### src/psw_pkg.sv
package psw_pkg;

  // ----------------------------------------------------------------
  // Clock and timing
  // ----------------------------------------------------------------
  localparam int unsigned CLK_HZ        = 40_000_000;
  localparam int unsigned OC_QUAL_NS    = 2_000;       // 2 us
  localparam int unsigned SWAP_MIN_US   = 600;         // 600 us
  localparam int unsigned SWAP_ON_US    = 60;          // 60 us
  localparam int unsigned DEGLITCH_MS   = 7;           // 7 ms
  localparam int unsigned RETRY_MS      = 128;         // 128 ms

  // Least times round up, longest times round down
  localparam int unsigned OC_QUAL_CYC =
    (OC_QUAL_NS * (CLK_HZ / 1_000_000) + 999) / 1000;
  localparam int unsigned SWAP_MIN_CYC = SWAP_MIN_US * (CLK_HZ / 1_000_000);
  localparam int unsigned SWAP_ON_CYC  = SWAP_ON_US * (CLK_HZ / 1_000_000);
  localparam int unsigned DEGLITCH_CYC = DEGLITCH_MS * (CLK_HZ / 1000);
  localparam int unsigned RETRY_CYC    = RETRY_MS * (CLK_HZ / 1000);

  localparam int unsigned CNT_W = 23;

  // Reset values
  localparam logic RST_GATE  = 1'b0;
  localparam logic RST_FAULT = 1'b1;

  // Enable / role-swap control states
  typedef enum logic [1:0] {
    PSW_OFF     = 2'b00,
    PSW_NORMAL  = 2'b01,
    PSW_SWAP_WT = 2'b10,
    PSW_SWAP_ON = 2'b11
  } psw_mode_e;

endpackage

### src/psw_ctrl.sv
`timescale 1ns/1ps

// Notes on behaviour
// Overtemperature forces gate off immediately
// Thermal recovery uses separate hysteresis comparator
// Overcurrent qualified after 2us continuous; regulate
// Fast trip turns gate off immediately
// Output collapse during limiting turns off
// Short-circuit shutdown auto-retries every 128ms
// Fault flag low after 7ms valid fault
// Flag low, gate off until faults clear
// System pulls fault flag line up externally
// Role-swap rising edge arms swap, any enable
// Pulse over 600us, no reverse: on fast
// Fast turn-on bypasses slow ramp
// Reverse at pulse end: on when cleared
// After swap, ignore enable rise, fall disables
// After shutdown, need new enable/swap rise
// Output discharge only when out ctl high
// Input discharge only when in ctl high
// Both high both discharge; both low none
// Undriven discharge controls treated as low
// Reverse voltage off at once, on when clear
// Input overvoltage turns switch off
// Intervals counted in clock cycles
// Async inputs synchronised before use
module psw_ctrl
  import psw_pkg::*;
(
  input  wire logic ref_clk_in,
  input  wire logic rst_in,
  input  wire logic enable_in,
  input  wire logic role_swap_trigger_in,
  input  wire logic in_discharge_ctl_in,
  input  wire logic out_discharge_ctl_in,
  input  wire logic over_temp_in,
  input  wire logic temp_recovered_in,
  input  wire logic over_limit_in,
  input  wire logic fast_trip_in,
  input  wire logic out_collapse_in,
  input  wire logic reverse_voltage_in,
  input  wire logic input_overvoltage_in,
  input  wire logic limit_pin_short_in,
  output logic      gate_on_out,
  output logic      fast_ramp_out,
  output logic      current_limit_out,
  output logic      fault_flag_n_out,
  output logic      fault_flag_n_oe_out,
  output logic      in_discharge_out,
  output logic      out_discharge_out
);

  // ----------------------------------------------------------------
  // Input synchronisers
  // ----------------------------------------------------------------
  localparam int NIN = 12;
  logic [NIN-1:0] raw_in;
  logic [NIN-1:0] s1_reg;
  logic [NIN-1:0] s2_reg;
  logic [NIN-1:0] s3_reg;
  logic [NIN-1:0] flt_reg;

  assign raw_in = {limit_pin_short_in, input_overvoltage_in,
                   reverse_voltage_in, out_collapse_in, fast_trip_in,
                   over_limit_in, temp_recovered_in, over_temp_in,
                   out_discharge_ctl_in, in_discharge_ctl_in,
                   role_swap_trigger_in, enable_in};

  // Three stages; a level changes only when stages two and three agree
  always_ff @(posedge ref_clk_in) begin
    if (rst_in) begin
      s1_reg  <= '0;
      s2_reg  <= '0;
      s3_reg  <= '0;
      flt_reg <= '0;
    end else begin
      s1_reg  <= raw_in;
      s2_reg  <= s1_reg;
      s3_reg  <= s2_reg;
      flt_reg <= (s2_reg & s3_reg) | (flt_reg & (s2_reg | s3_reg));
    end
  end

  // Named synchronised levels
  logic en_s, swap_s, idis_s, odis_s, otp_s, trec_s;
  logic olim_s, ftrip_s, coll_s, rev_s, ovp_s, lps_s;
  assign {lps_s, ovp_s, rev_s, coll_s, ftrip_s, olim_s,
          trec_s, otp_s, odis_s, idis_s, swap_s, en_s} = flt_reg;

  logic en_d_reg;
  logic swap_d_reg;
  logic en_rise, en_fall, swap_rise, swap_fall;
  assign en_rise   = en_s & ~en_d_reg;
  assign en_fall   = ~en_s & en_d_reg;
  assign swap_rise = swap_s & ~swap_d_reg;
  assign swap_fall = ~swap_s & swap_d_reg;

  // ----------------------------------------------------------------
  // Protection state
  // ----------------------------------------------------------------
  logic            thermal_reg;
  logic            oc_reg;
  logic            sc_reg;
  logic [CNT_W-1:0] oc_cnt_reg;
  logic [CNT_W-1:0] retry_cnt_reg;
  logic [CNT_W-1:0] dg_cnt_reg;

  logic oc_qual, sc_trip, retry_done;
  assign oc_qual    = olim_s && (oc_cnt_reg >= CNT_W'(OC_QUAL_CYC));
  // Collapse only counts while regulating; fast trip does not wait
  assign sc_trip    = ftrip_s | (oc_reg & coll_s);
  assign retry_done = sc_reg && (retry_cnt_reg == CNT_W'(RETRY_CYC - 1));

  // Thermal latch: set by shutdown comparator, cleared by recovery one
  always_ff @(posedge ref_clk_in) begin
    if (rst_in) begin
      thermal_reg <= 1'b0;
    end else if (otp_s) begin
      thermal_reg <= 1'b1;
    end else if (trec_s) begin
      thermal_reg <= 1'b0;
    end
  end

  // Over-limit must be continuous; any gap restarts the count
  always_ff @(posedge ref_clk_in) begin
    if (rst_in || !olim_s) begin
      oc_cnt_reg <= '0;
    end else if (oc_cnt_reg < CNT_W'(OC_QUAL_CYC)) begin
      oc_cnt_reg <= oc_cnt_reg + 1'b1;
    end
  end

  always_ff @(posedge ref_clk_in) begin
    if (rst_in) begin
      oc_reg <= 1'b0;
    end else begin
      oc_reg <= oc_qual;
    end
  end

  // Short circuit latches off, then retries each period while it persists
  always_ff @(posedge ref_clk_in) begin
    if (rst_in) begin
      sc_reg        <= 1'b0;
      retry_cnt_reg <= '0;
    end else if (sc_trip && !sc_reg) begin
      sc_reg        <= 1'b1;
      retry_cnt_reg <= '0;
    end else if (sc_reg) begin
      retry_cnt_reg <= retry_done ? '0 : retry_cnt_reg + 1'b1;
      if (retry_done) begin
        sc_reg <= 1'b0;
      end
    end
  end

  // Any exception that blocks the switch
  logic fault_any, block_any;
  assign fault_any = ovp_s | rev_s | thermal_reg | sc_reg | oc_reg | lps_s;
  assign block_any = ovp_s | rev_s | thermal_reg | sc_reg;

  // ----------------------------------------------------------------
  // Fault flag with deglitch
  // ----------------------------------------------------------------
  // Counter restarts whenever every condition clears, so short blips
  // never reach the flag; this also delays reporting of re-faults.
  always_ff @(posedge ref_clk_in) begin
    if (rst_in || !fault_any) begin
      dg_cnt_reg <= '0;
    end else if (dg_cnt_reg < CNT_W'(DEGLITCH_CYC)) begin
      dg_cnt_reg <= dg_cnt_reg + 1'b1;
    end
  end

  logic fault_flag_next;
  assign fault_flag_next = ~(fault_any &&
                             dg_cnt_reg >= CNT_W'(DEGLITCH_CYC - 1));

  // ----------------------------------------------------------------
  // Enable and role-swap sequencing
  // ----------------------------------------------------------------
  psw_mode_e        mode_reg;
  psw_mode_e        mode_next;
  logic [CNT_W-1:0] pw_cnt_reg;
  logic [CNT_W-1:0] on_cnt_reg;
  logic             armed_reg;
  logic             pw_ok;
  assign pw_ok = pw_cnt_reg > CNT_W'(SWAP_MIN_CYC);

  // Pulse width measured from the arming edge
  always_ff @(posedge ref_clk_in) begin
    if (rst_in || swap_rise) begin
      pw_cnt_reg <= '0;
    end else if (swap_s && !pw_ok) begin
      pw_cnt_reg <= pw_cnt_reg + 1'b1;
    end
  end

  always_ff @(posedge ref_clk_in) begin
    if (rst_in) begin
      armed_reg <= 1'b0;
    end else if (swap_rise) begin
      armed_reg <= 1'b1;
    end else if (swap_fall) begin
      armed_reg <= 1'b0;
    end
  end

  // Mode decisions
  always_comb begin
    mode_next = mode_reg;
    unique case (mode_reg)
      PSW_OFF: begin
        if (en_rise) begin
          mode_next = PSW_NORMAL;
        end
      end
      PSW_NORMAL: begin
        if (!en_s) begin
          mode_next = PSW_OFF;
        end
      end
      PSW_SWAP_WT: begin
        if (!rev_s) begin
          mode_next = PSW_SWAP_ON;
        end
      end
      PSW_SWAP_ON: begin
        if (en_fall) begin
          mode_next = PSW_OFF;
        end
      end
    endcase
    // Role-swap qualification overrides enable level
    if (swap_fall && armed_reg && pw_ok) begin
      mode_next = rev_s ? PSW_SWAP_WT : PSW_SWAP_ON;
    end
  end

  always_ff @(posedge ref_clk_in) begin
    if (rst_in) begin
      mode_reg   <= PSW_OFF;
      en_d_reg   <= 1'b0;
      swap_d_reg <= 1'b0;
    end else begin
      mode_reg   <= mode_next;
      en_d_reg   <= en_s;
      swap_d_reg <= swap_s;
    end
  end

  // Fast-ramp window after a swap turn-on
  always_ff @(posedge ref_clk_in) begin
    if (rst_in || mode_next != PSW_SWAP_ON) begin
      on_cnt_reg <= '0;
    end else if (on_cnt_reg < CNT_W'(SWAP_ON_CYC)) begin
      on_cnt_reg <= on_cnt_reg + 1'b1;
    end
  end

  logic want_on;
  assign want_on = (mode_next == PSW_NORMAL) || (mode_next == PSW_SWAP_ON);

  // ----------------------------------------------------------------
  // Registered outputs
  // ----------------------------------------------------------------
  // Gate stays off while any blocking exception or reported fault holds
  always_ff @(posedge ref_clk_in) begin
    if (rst_in) begin
      gate_on_out         <= RST_GATE;
      fast_ramp_out       <= 1'b0;
      current_limit_out   <= 1'b0;
      fault_flag_n_out    <= 1'b0;
      fault_flag_n_oe_out <= RST_FAULT;
      in_discharge_out    <= 1'b0;
      out_discharge_out   <= 1'b0;
    end else begin
      gate_on_out   <= want_on && !block_any && !sc_trip && !otp_s &&
                       fault_flag_next;
      fast_ramp_out <= (mode_next == PSW_SWAP_ON) &&
                       (on_cnt_reg < CNT_W'(SWAP_ON_CYC));
      current_limit_out   <= oc_qual;
      fault_flag_n_out    <= 1'b0;    // Open drain: only pulls low
      fault_flag_n_oe_out <= fault_flag_next;
      in_discharge_out    <= idis_s;
      out_discharge_out   <= odis_s;
    end
  end

endmodule

### config.mk
export PLATFORM = sky130hd
export DESIGN_NAME = psw_ctrl
export DESIGN_NICKNAME = d
export VERILOG_FILES = /design/src/psw_pkg.sv /design/src/psw_ctrl.sv
export SDC_FILE = /design/constraint.sdc
export NUM_CORES = 1
export LEC_CHECK = 0
export ABC_CLOCK_PERIOD_IN_PS = 2800
export BUFFER_PORTS_ARGS = -buffer_cell sky130_fd_sc_hd__buf_4
export CAP_MARGIN = 40
export CORE_UTILIZATION = 50
export CTS_BUF_LIST = sky130_fd_sc_hd__clkbuf_4 sky130_fd_sc_hd__clkbuf_8
export DETAILED_ROUTE_END_ITERATION = 16
export PLACE_DENSITY = 0.79
export SETUP_SLACK_MARGIN = 0.1
export SKIP_LAST_GASP = 1
export SYNTH_ARGS = -nofsm -noshare
export SYNTH_HDL_FRONTEND = slang
export SYNTH_SLANG_ARGS = --single-unit
### constraint.sdc
create_clock -name ref_clk_in -period 2.8 [get_ports ref_clk_in]
set_clock_uncertainty 0.2 [all_clocks]
set_input_delay 0.14 -clock ref_clk_in [delete_from_list [all_inputs] [get_ports ref_clk_in]]
set_output_delay 0.14 -clock ref_clk_in [all_outputs]
set_load 0.01 [all_outputs]
==> results.md, run 1 <==
- CTS Buf Count: 17
- Relative max-transition margin: between 40% and 50%
- Ports: 21
- Die X: 118.7 um
- Die area: about 14000 um^2
- Global-route wire length before repair: ~21000 um
- Ant. Diodes: 0
- NetSw: 994.3 uW
- Worst hold slack: 0.2423 ns
- Status: finished clean
- Seq/Total Area, Yosys: between 50% and 60%
- GPL Wtd Cong: roughly 0.85
- Unrepaired setup endpoints after global routing: yes
- Setup ws final: between 0.07 and 0.08 ns
- CTS clk-pin slew, worst paths: ~0.09 ns
- Hold WC Path Type: flip-flop to flip-flop
- Core area: ~13000 um^2
- DR iter-0 viols: 244
- Number of synthesized flops with an enable pin: 0
- CTS tree: done
- Peak Freq: 0.3673 GHz
- GR Util All Layers: 18.48%
- Worst skew pair latency: around 0.46 ns
- Worst-path cell chain: inv_2 -> ha_4 -> or4b_4 -> o41a_1 -> a211o_4 -> buf_6 -> or3_1 -> a21oi_1
- Largest net degree at the start of global routing: between 40 and 50
- Worst endpoint required time: between 2 and 3 ns
- Final Power: about 4300 uW
- Max VDD drop: 0.3630 mV
- Worst Tran Pin Value: roughly 0.81 ns
- Max stage delay on crit path: between 0.4 and 0.5 ns
- End point of the critical path: pw_cnt_reg[2]
- Clock sinks: between 150 and 200
- WP data arrival: just under 3 ns
- Final-report hold violation count: 0
- Initial Util: 51.45%
- Crit path from: pw_cnt_reg[1]
- Via count: 5141
- Final Max Slew Viols: 0
- Setup-failing EPs final: 0
- Mapped Cells: 726
- Comb pwr share: about 1.9%
- Ratio of cells with drive above 1 in the final layout: 12.18%
- Cell Area, Synth: 6813 um^2
- Period minus WS final: 2.723 ns
- Layout area overhead: 14.97%
- Crit. End Element: flip-flop
- PD cells: 549.5 nW/um^2
- Port bufs: 19
- Maximum fanout along the worst path: 5
- Startpoint types: flip-flop
- DR pass1 iterations: 4
- Root buffer selected by CTS: clkbuf_8
- Most used flip-flop cell after synthesis: dfxtp_1
- Syn_nets: about 750
- Reg-to-reg endpoint: pw_cnt_reg[2]
- DP HPWL: around 8200 um
- Vias in the first global route: approximately 4.9k
- Crit Path Category: flip-flop to flip-flop
- Most common cell after layout, fill and taps aside: dfxtp_1
- Yosys warning count: 0
- Final ANT Viol Nets: 0
- Finished Core Util: 59.15%
- Initial antenna violation count: 0
- Number of fill cells: 1092
- Htree depth: 4
- Internal: approximately 3300 uW
- Total gr overflow: 0
- R2R Path Start: pw_cnt_reg[1]
- Switching part of the total power: 23.10%
- Reg2reg setup slack: 0.08 ns
- # Max-Cap Violations: 0
- Most frequent cells in the layout: dfxtp_1, nor2_1, a21oi_1
- Vias per cell: approximately 5.4
- Synth cell types: 56
- Sequential share of power: roughly three fifths
- Routed WL: between 10000 and 15000 um
- Num rows: 42
- Crit path max-delay cell type: or4b_4
- Routed WL per cell: around 13 um
- Clock group share of total power: 39.3%
- CTS Buffer Depth: 2
- Leak: approximately 0.0027 uW
- Final net count: between 700 and 800
- Synthesized flop and latch total: ~180
- R2R cell count: 8
- Post-synthesis async set-or-reset flop share: 0%
- Post-synthesis average cell area: 9.384 um^2
- Final worst path period share: 97.25%
- Dpl cell area: roughly 7000 um^2
- Fin area: 7833 um^2
- Die span in y: roughly 120 um
- Dpl ws: -0.02410 ns
- # DRC: 0
[per-stage QoR]
step | std cells | TNS, ns
4_1_cts | 955 | 0
3_5_place_dp | 905 | -0.03812
6_report | 956 | 0
2_1_floorplan | 726 | 0
5_1_grt | 956 | 0
3_3_place_gp | 905 | 0
[power by group through the flow]
stage	Clock (uW)	Sequential [uW]	Combinational, uW
after floorplan	0	2590	43.2
after global placement	0	2590	60.6
after detailed placement	0	2590	62.5
after CTS	1740	2530	79.8
after global routing	1840	2530	90.5
final	1690	2530	81.6
[area by class of cell]
class                   count  area [um^2]  area share [%]
repair buffers             49        431.7           5.511
flip-flops and latches    176         3527           45.03
inverters                  19        71.32          0.9105
multi-input cells         504         3196           40.80
well taps                 176        220.2           2.811
clock inverters            14        145.1           1.853
clock buffers              18        241.5           3.083
[critical path, delay by kind of cell (launching register included)]
family                     cells  cell delay [ns]
DFF                            1             0.37
buffers and inverters          2             0.20
adders and majority gates      1             0.11
AOI/OAI and AO/OA              3             0.98
and+or+nand+nor                2             0.79
[worst min-delay path by stage]
stage                               from  cells after the start          to
detailed placement   in_discharge_ctl_in                      2   s1_reg[2]
global route        input_overvoltage_in                      3  s1_reg[10]
finish                         s1_reg[1]                      1   s2_reg[1]
global placement    role_swap_trigger_in                      2   s1_reg[1]
CTS                        over_limit_in                      3   s1_reg[6]
floorplan                      enable_in                      1   s1_reg[0]
[routing by layer]
metal	vias up	routed length [um]	part of all wire (%)	GRT usage, %
met4	0	154	1.2	8.307
met3	14	370	3.0	4.585
met2	73	6144	49	30.77
li1	2616	-	-	-
met5	-	0	0	0
met1	2438	5824	47	22.49
[cell usage after synthesis (4+ instances only)]
| master | count | area, um^2 |
|---|---|---|
| inv_1 | 19 | 71.32 |
| a2111oi_0 | 5 | 43.79 |
| nand3_1 | 21 | 105.1 |
| clkbuf_1 | 19 | 71.32 |
| ha_1 | 9 | 112.6 |
| a21oi_1 | 56 | 280.3 |
| and2_1 | 33 | 206.5 |
| and4_1 | 6 | 52.55 |
| and3_1 | 6 | 37.54 |
| nor2_1 | 61 | 229.0 |
| xor2_1 | 12 | 105.1 |
| nand2_1 | 48 | 180.2 |
| a21o_1 | 6 | 45.04 |
| a211oi_1 | 12 | 90.09 |
| dfxtp_1 | 176 | 3523 |
| buf_1 | 4 | 15.01 |
| nor4_1 | 15 | 93.84 |
| mux2i_1 | 4 | 40.04 |
| nor4b_1 | 4 | 35.03 |
| or3_1 | 9 | 56.30 |
| nor2b_1 | 42 | 262.8 |
| or4_1 | 5 | 37.54 |
| xnor2_1 | 38 | 332.8 |
| nand4b_1 | 5 | 43.79 |
| nor3_1 | 14 | 70.07 |
| a21boi_0 | 12 | 90.09 |
| nand2b_1 | 5 | 31.28 |
| nand4_1 | 15 | 93.84 |
| o21ai_0 | 25 | 125.1 |
[cells by family after synthesis]
| family | after synthesis | synth area share [%] |
|---|---|---|
| compound gates | 134 | 12.16 |
| xor+xnor | 50 | 6.428 |
| fa+ha+maj | 9 | 1.653 |
| buf+inv | 47 | 2.938 |
| flops | 176 | 51.72 |
| mux | 4 | 0.5877 |
| other cells | 1 | 0.05504 |
| simple gates | 305 | 24.46 |
[repair_timing]
item                                    in CTS  in global routing
buffers inserted                             2                  0
endpoints found under the hold margin       31                  0
pin swaps                                    2                 11
cloned                                       0                  1
endpoints found under the setup margin      20                 18
hold buffers                                16                  0
gates resized for setup                      3                 29
Note: power is estimated with default switching activity, not from simulation.
==> run 2, diff against run 1 <==
--- a/config.mk
+++ b/config.mk
@@ -5,6 +5,7 @@
 export SDC_FILE = /design/constraint.sdc
 export NUM_CORES = 1
 export LEC_CHECK = 0
+export ABC_AREA = 1
 export ABC_CLOCK_PERIOD_IN_PS = 2800
 export BUFFER_PORTS_ARGS = -buffer_cell sky130_fd_sc_hd__buf_4
 export CAP_MARGIN = 40
==> results.md, run 2 <==
- Dpl cell area: 7901 um^2 (+11%)
- Total gr overflow: 0 (unchanged)
- GR Util All Layers: 18.47% (about the same)
- Fin area: 8489 um^2 (+8.4%)
- Final Power: 4496 uW (+4.4%)
- Cts repair resizes: 0 (-3)
- Final net count: 1090 (+38%)
- Initial antenna violation count: 0 (unchanged)
- Crit path from: pw_cnt_reg[8]
- Cell Area, Synth: 7650 um^2 (+12%)
- WP data arrival: 2.20 ns (-0.72 ns)
- Ratio of cells with drive above 1 in the final layout: 9.259% (-2.9 points)
- Number of fill cells: 1301 (+19%)
- Syn_nets: 1055 (+41%)
- Final ANT Viol Nets: 0 (unchanged)
- Initial Util: 51.85% (+0.40 points)
- Synthesized flop and latch total: 176 (unchanged)
- Most used flip-flop cell after synthesis: dfxtp_1
- Die X: 125.7 um (+5.9%)
- End point of the critical path: on_cnt_reg[1]
- Number of synthesized flops with an enable pin: 0 (unchanged)
- # Max-Cap Violations: 0 (unchanged)
- R2R cell count: 11 (+3)
- DR iter-0 viols: 332 (+36%)
- Most frequent cells in the layout: nand2_1, dfxtp_1, inv_1, nor2_1, a21oi_1
- Vias in the first global route: 5753 (+17%)
- DP HPWL: 9246 um (+13%)
- Most common cell in the netlist: nand2_1
- Startpoint types: flip-flop
- Reg-to-reg endpoint: on_cnt_reg[1]
- Synth cell types: 41 (-27%)
- Largest net degree at the start of global routing: 35 (-19%)
- Setup-failing EPs final: 0 (unchanged)
- Ports: 21 (unchanged)
- Finished Core Util: 57.54% (-1.6 points)
- CTS Buf Count: 17 (unchanged)
- Port bufs: 19 (unchanged)
- Status: finished clean
- Core area: 14750 um^2 (+11%)
- DR pass1 iterations: 7 (+3)
- Root buffer selected by CTS: clkbuf_8
- CTS clk-pin slew, worst paths: 0.09 ns (about the same)
- Die span in y: 125.7 um (+5.9%)
- Clock sinks: 176 (unchanged)
- Area leader, netlist: dfxtp_1
- Reg2reg setup slack: 0.72 ns (+0.65 ns)
- List of most frequent post-synthesis cells: nand2_1, dfxtp_1, inv_1, nor2_1, a21oi_1
- PD cells: 529.6 nW/um^2 (-3.6%)
- Worst Tran Pin Value: 0.7458 ns (-0.06657 ns)
- Post-synthesis async set-or-reset flop share: 0% (unchanged)
- CTS Buffer Depth: 2 (unchanged)
- Hold WC Path Type: flip-flop to flip-flop
- GPL Wtd Cong: 0.8740 (+3.1%)
- Crit Path Category: flip-flop to flip-flop
- CTS tree: done
- Mapped Cells: 1032 (+42%)
- Ant. Diodes: 0 (unchanged)
- # DRC: 0 (unchanged)
- Worst skew pair latency: 0.46 ns (about the same)
- Routed WL: 13420 um (+7.4%)
- Maximum fanout along the worst path: 24 (+19)
- Die area: 15800 um^2 (+12%)
- Leak: 0.003141 uW (+16%)
- R2R Path Start: pw_cnt_reg[8]
- Period minus WS final: 2.076 ns (-0.6465 ns)
- Synth top area cells: dfxtp_1, nand2_1, inv_1, nor2_1, a21oi_1
- Post-synthesis average cell area: 7.413 um^2 (-21%)
- Final worst path period share: 74.16% (-23 points)
- Via count: 6036 (+17%)
- Routed WL per cell: 10.62 um (-19%)
- Yosys warning count: 0 (unchanged)
- Layout area overhead: 10.97%
- Most common cell after layout, fill and taps aside: nand2_1
- Htree depth: 4 (unchanged)
- Global-route wire length before repair: 24100 um (+13%)
- Final setup TNS: 0 ns (unchanged)
- Multi-input logic area: 3308 um^2 (+3.5%)
- Worst hold slack: 0.2055 ns (-0.03681 ns)
- Crit. End Element: flip-flop
- Final Max Slew Viols: 0 (unchanged)
- Post-synth top area share: 46.06% (-5.7 points)
- Num rows: 44 (+4.8%)
- Peak Freq: 0.4816 GHz (+31%)
- Final-report hold violation count: 0 (unchanged)
- Unrepaired setup endpoints after global routing: no
- Seq/Total Area, Yosys: 46.06% (-5.7 points)
- Relative max-transition margin: 50.16% (+4.4 points)
- Worst endpoint required time: 2.93 ns (-0.06 ns)
- Vias per cell: 4.775 (-11%)
- Sequential cell area: 3523 um^2 (-0.11%)
- Max VDD drop: 0.7330 mV (+100%)
-- run 2: cell count changes in the layout (fill, tap and decap cells not counted), sizes merged, moves of 11 or more --
cell	before	now
a21boi	12	0
and2	33	0
buf	33	21
inv	28	186
nand2	48	200
nand3	21	47
nor2	61	197
nor2b	42	0
nor3	14	35
nor4	15	2
or3	11	0
xnor2	38	10
xor2	12	28
-- run 2: critical path, stage by stage, from the launching register on --
cell     delay, ns
dfxtp_1       0.43
nand2_2       0.11
nor2_1        0.12
nand2_1       0.05
nand2_1       0.05
nand2_1       0.06
nand2_2       0.10
nand3_4       0.08
nand2_1       0.07
nand2_1       0.09
nand2_4       0.49
nor2_1        0.08
-- run 2: per-stage QoR --
step / instances / setup WS (ns)
6_report: 1264 / 0.7236
5_1_grt: 1264 / 0.5390
4_1_cts: 1264 / 0.7067
3_5_place_dp: 1217 / 0.7316
3_3_place_gp: 1217 / 0.7942
2_1_floorplan: 1032 / 1.116
-- run 2: worst min path at each step --
stage,from,end,slack [ns],cells after the start
floorplan,enable_in,s1_reg[0],0.05,2
global placement,input_overvoltage_in,s1_reg[10],0.14,3
detailed placement,input_overvoltage_in,s1_reg[10],0.15,3
CTS,over_temp_in,s1_reg[4],0.19,4
global route,role_swap_trigger_in,s1_reg[1],0.21,4
finish,s1_reg[3],s2_reg[3],0.21,2
-- run 2: final cells by class --
class | instances | area share (%)
multi-input combinational | 655 | 38.97
sequential | 176 | 41.50
clock inverter | 14 | 2.314
clock buffer | 18 | 2.845
inverter | 181 | 8.032
tap | 184 | 2.712
timing repair buffer | 36 | 3.626
-- run 2: repair_timing --
action	CTS	global route
setup buffers	0	0
endpoints found under the hold margin	30	0
hold buffers	15	0
-- run 2: power breakdown --
part           switching, uW  leakage [uW]  internal [uW]  total (uW)
sequential              8.26       0.00142           2520        2530
clock                    953      0.000215            924        1880
combinational           49.0       0.00150           39.4        88.4
total                   1010       0.00314           3490        4500
-- run 2: routing by layer --
layer | part of all wire, % | up-vias | global-route usage [%]
met4 | 2.0 | 0 | 8.465
met3 | 3.2 | 21 | 4.843
li1 | - | 3243 | -
met5 | 0 | - | 0
met2 | 46 | 83 | 30.65
met1 | 49 | 2689 | 22.45
-- run 2: cell families (layout without fill, tap and decap cells) --
logic type | Yosys count | after routing | synth area share [%]
AND/OR/NAND/NOR | 509 | 509 | 30.50
buffers and inverters | 201 | 249 | 10.70
flip-flops | 176 | 176 | 46.06
AO/OA/AOI/OAI | 98 | 98 | 6.870
XOR/XNOR | 38 | 38 | 4.351
adder cells (fa/ha/maj) | 9 | 9 | 1.472
other | 1 | 1 | 0.04902
==> run 3, diff against run 2 <==
--- a/config.mk
+++ b/config.mk
@@ -5,14 +5,14 @@
 export SDC_FILE = /design/constraint.sdc
 export NUM_CORES = 1
 export LEC_CHECK = 0
-export ABC_AREA = 1
-export ABC_CLOCK_PERIOD_IN_PS = 2800
+export ABC_AREA = 0
+export ABC_CLOCK_PERIOD_IN_PS = 2050
 export BUFFER_PORTS_ARGS = -buffer_cell sky130_fd_sc_hd__buf_4
 export CAP_MARGIN = 40
 export CORE_UTILIZATION = 50
 export CTS_BUF_LIST = sky130_fd_sc_hd__clkbuf_4 sky130_fd_sc_hd__clkbuf_8
 export DETAILED_ROUTE_END_ITERATION = 16
-export PLACE_DENSITY = 0.79
+export PLACE_DENSITY = 0.76
 export SETUP_SLACK_MARGIN = 0.1
 export SKIP_LAST_GASP = 1
 export SYNTH_ARGS = -nofsm -noshare
==> constraint.sdc (replaced) <==
create_clock -name ref_clk_in -period 2.05 [get_ports ref_clk_in]
set_clock_uncertainty 0.2 [all_clocks]
set_input_delay 0.1025 -clock ref_clk_in [delete_from_list [all_inputs] [get_ports ref_clk_in]]
set_output_delay 0.1025 -clock ref_clk_in [all_outputs]
set_load 0.01 [all_outputs]
==> results.md, run 3 (same netlist as run 1, synthesis figures left out) <==
- Port bufs: 19 (unchanged)
- Period minus WS final: 2.569 ns (+0.4931 ns)
- GR Util All Layers: 22.22% (+3.7 points)
- Vias per cell: 5.443 (+14%)
- Final Max Slew Viols: 0 (unchanged)
- Die area: 14100 um^2 (-11%)
- Die span in y: 118.7 um (-5.5%)
- Final net count: 879 (-19%)
- Worst endpoint required time: 2.23 ns (-0.70 ns)
- Max VDD drop: 0.6782 mV (-7.5%)
- Leak: 0.003281 uW (+4.5%)
- Final Power: 5915 uW (+32%)
- Initial antenna violation count: 0 (unchanged)
- Ant. Diodes: 0 (unchanged)
- CTS Buf Count: 17 (unchanged)
- Most common cell after layout, fill and taps aside: dfxtp_1
- Setup-failing EPs final: 51 (+51)
- Worst skew pair latency: 0.45 ns (about the same)
- Dpl cell area: 7709 um^2 (-2.4%)
- Clock sinks: 176 (unchanged)
- # DRC: 0 (unchanged)
- Via count: 5688 (-5.8%)
- DP HPWL: 9210 um (-0.39%)
- Core area: 13240 um^2 (-10%)
- Number of fill cells: 939 (-28%)
- Hold WC Path Type: input port to flip-flop
- PD cells: 644.6 nW/um^2 (+22%)
- CTS tree: done
- WP data arrival: 2.75 ns (+0.55 ns)
- Total gr overflow: 0 (unchanged)
- Layout area overhead: 34.71%
- Initial Util: 51.45% (-0.40 points)
- DR pass1 iterations: 5 (-2)
- Ports: 21 (unchanged)
- Dpl ws: -0.6444 ns (-1.376 ns)
- Final ANT Viol Nets: 0 (unchanged)
- Crit Path Category: flip-flop to flip-flop
- Routed WL per cell: 15.13 um (+43%)
- Htree depth: 4 (unchanged)
- Vias in the first global route: 5619 (-2.3%)
- Final-report hold violation count: 0 (unchanged)
- Routed WL: 15820 um (+18%)
- GPL Wtd Cong: 0.8534 (-2.4%)
- Failing checks: negative setup slack
- # Max-Cap Violations: 0 (unchanged)
- Root buffer selected by CTS: clkbuf_8
- Num rows: 42 (-4.5%)
- Final worst path period share: 125.3% (+51 points)
- Peak Freq: 0.3892 GHz (-19%)
- Die X: 118.7 um (-5.5%)
- Most frequent cells in the layout: dfxtp_1, buf_4, nor2_1
- DR iter-0 viols: 285 (-14%)
- CTS clk-pin slew, worst paths: 0.09 ns (about the same)
- Largest net degree at the start of global routing: 45 (+29%)
- Crit. End Element: flip-flop
- Ratio of cells with drive above 1 in the final layout: 30.38% (+21 points)
- Fin area: 9178 um^2 (+8.1%)
- Worst Tran Pin Value: 0.5197 ns (-0.2261 ns)
- Unrepaired setup endpoints after global routing: yes
- Status: finished with violations
- Relative max-transition margin: 65.22% (+15 points)
- Setup ws final: -0.5195 ns (-1.243 ns)
- Global-route wire length before repair: 25440 um (+5.6%)
- CTS Buffer Depth: 2 (unchanged)
- Maximum fanout along the worst path: 7 (-71%)
- Startpoint types: flip-flop
==> run 3: cell count changes in the layout (fill, tap and decap cells not counted), moves of 21 or more <==
cell and delta:
nand2_1 -146, and2_1 +33, buf_4 +74, nand3_1 -24
nor3_1 -21, xnor2_1 +27, nor2b_1 +41, a21oi_1 -26
inv_1 -157, nor2_1 -122
==> run 3: power by group <==
| part | internal [uW] | switching, uW |
|---|---|---|
| registers | 3440 | 13.0 |
| clock network | 1100 | 1220 |
| logic | 74.4 | 62.7 |
==> run 3: timing repair <==
item,in CTS,in global routing
gates resized for setup,86,56
endpoints found under the hold margin,47,0
hold buffers,22,0
buffers inserted,11,9
gates cloned,9,0
pin swaps,34,31
endpoints found under the setup margin,79,93
==> run 3: per-stage QoR <==
step                TNS, ns  cells  hold slack [ns]  util, %
CTS                  -17.14   1037           0.1921    67.04
detailed placement   -18.09    963           0.1166    58.21
global placement     -15.33    963           0.1134    58.21
finish               -19.26   1045           0.2153    69.30
floorplan            -12.59    726          0.03068        -
global route         -23.02   1045           0.2198    69.30
==> run 3: final cells by class <==
type / instances / area [um^2] / area share (%)
multi-input cells: 507 / 3706 / 40.38
flip-flops and latches: 176 / 3545 / 38.62
repair buffers: 135 / 1245 / 13.57
clock buffers: 22 / 290.3 / 3.163
well taps: 176 / 220.2 / 2.399
clock inverters: 10 / 100.1 / 1.091
inverters: 19 / 71.32 / 0.7771
==> run 3: path summary, 6_finish.rpt <==
check	start	slack, ns	endpoint	depth (start not counted)
worst min register to register	s1_reg[4]	0.25	s2_reg[4]	1
worst max register to register	pw_cnt_reg[0]	-0.52	pw_cnt_reg[8]	7
worst min-delay path	input_overvoltage_in	0.22	s1_reg[10]	3
worst max-delay path	pw_cnt_reg[0]	-0.52	pw_cnt_reg[8]	7
==> run 3: critical path: stages (launching register included) <==
cell	delay, ns
dfxtp_2	0.33
inv_2	0.06
ha_4	0.12
or4b_4	0.45
o41a_1	0.40
a211o_4	0.39
or4_1	0.41
a21oi_1	0.13
==> run 3: metal layers <==
layer	up-vias	wire length, um	GRT usage [%]
met2	103	8384	39.88
met3	17	421	4.392
met5	-	0	0
met4	0	205	8.228
li1	2790	-	-
met1	2778	6805	26.02
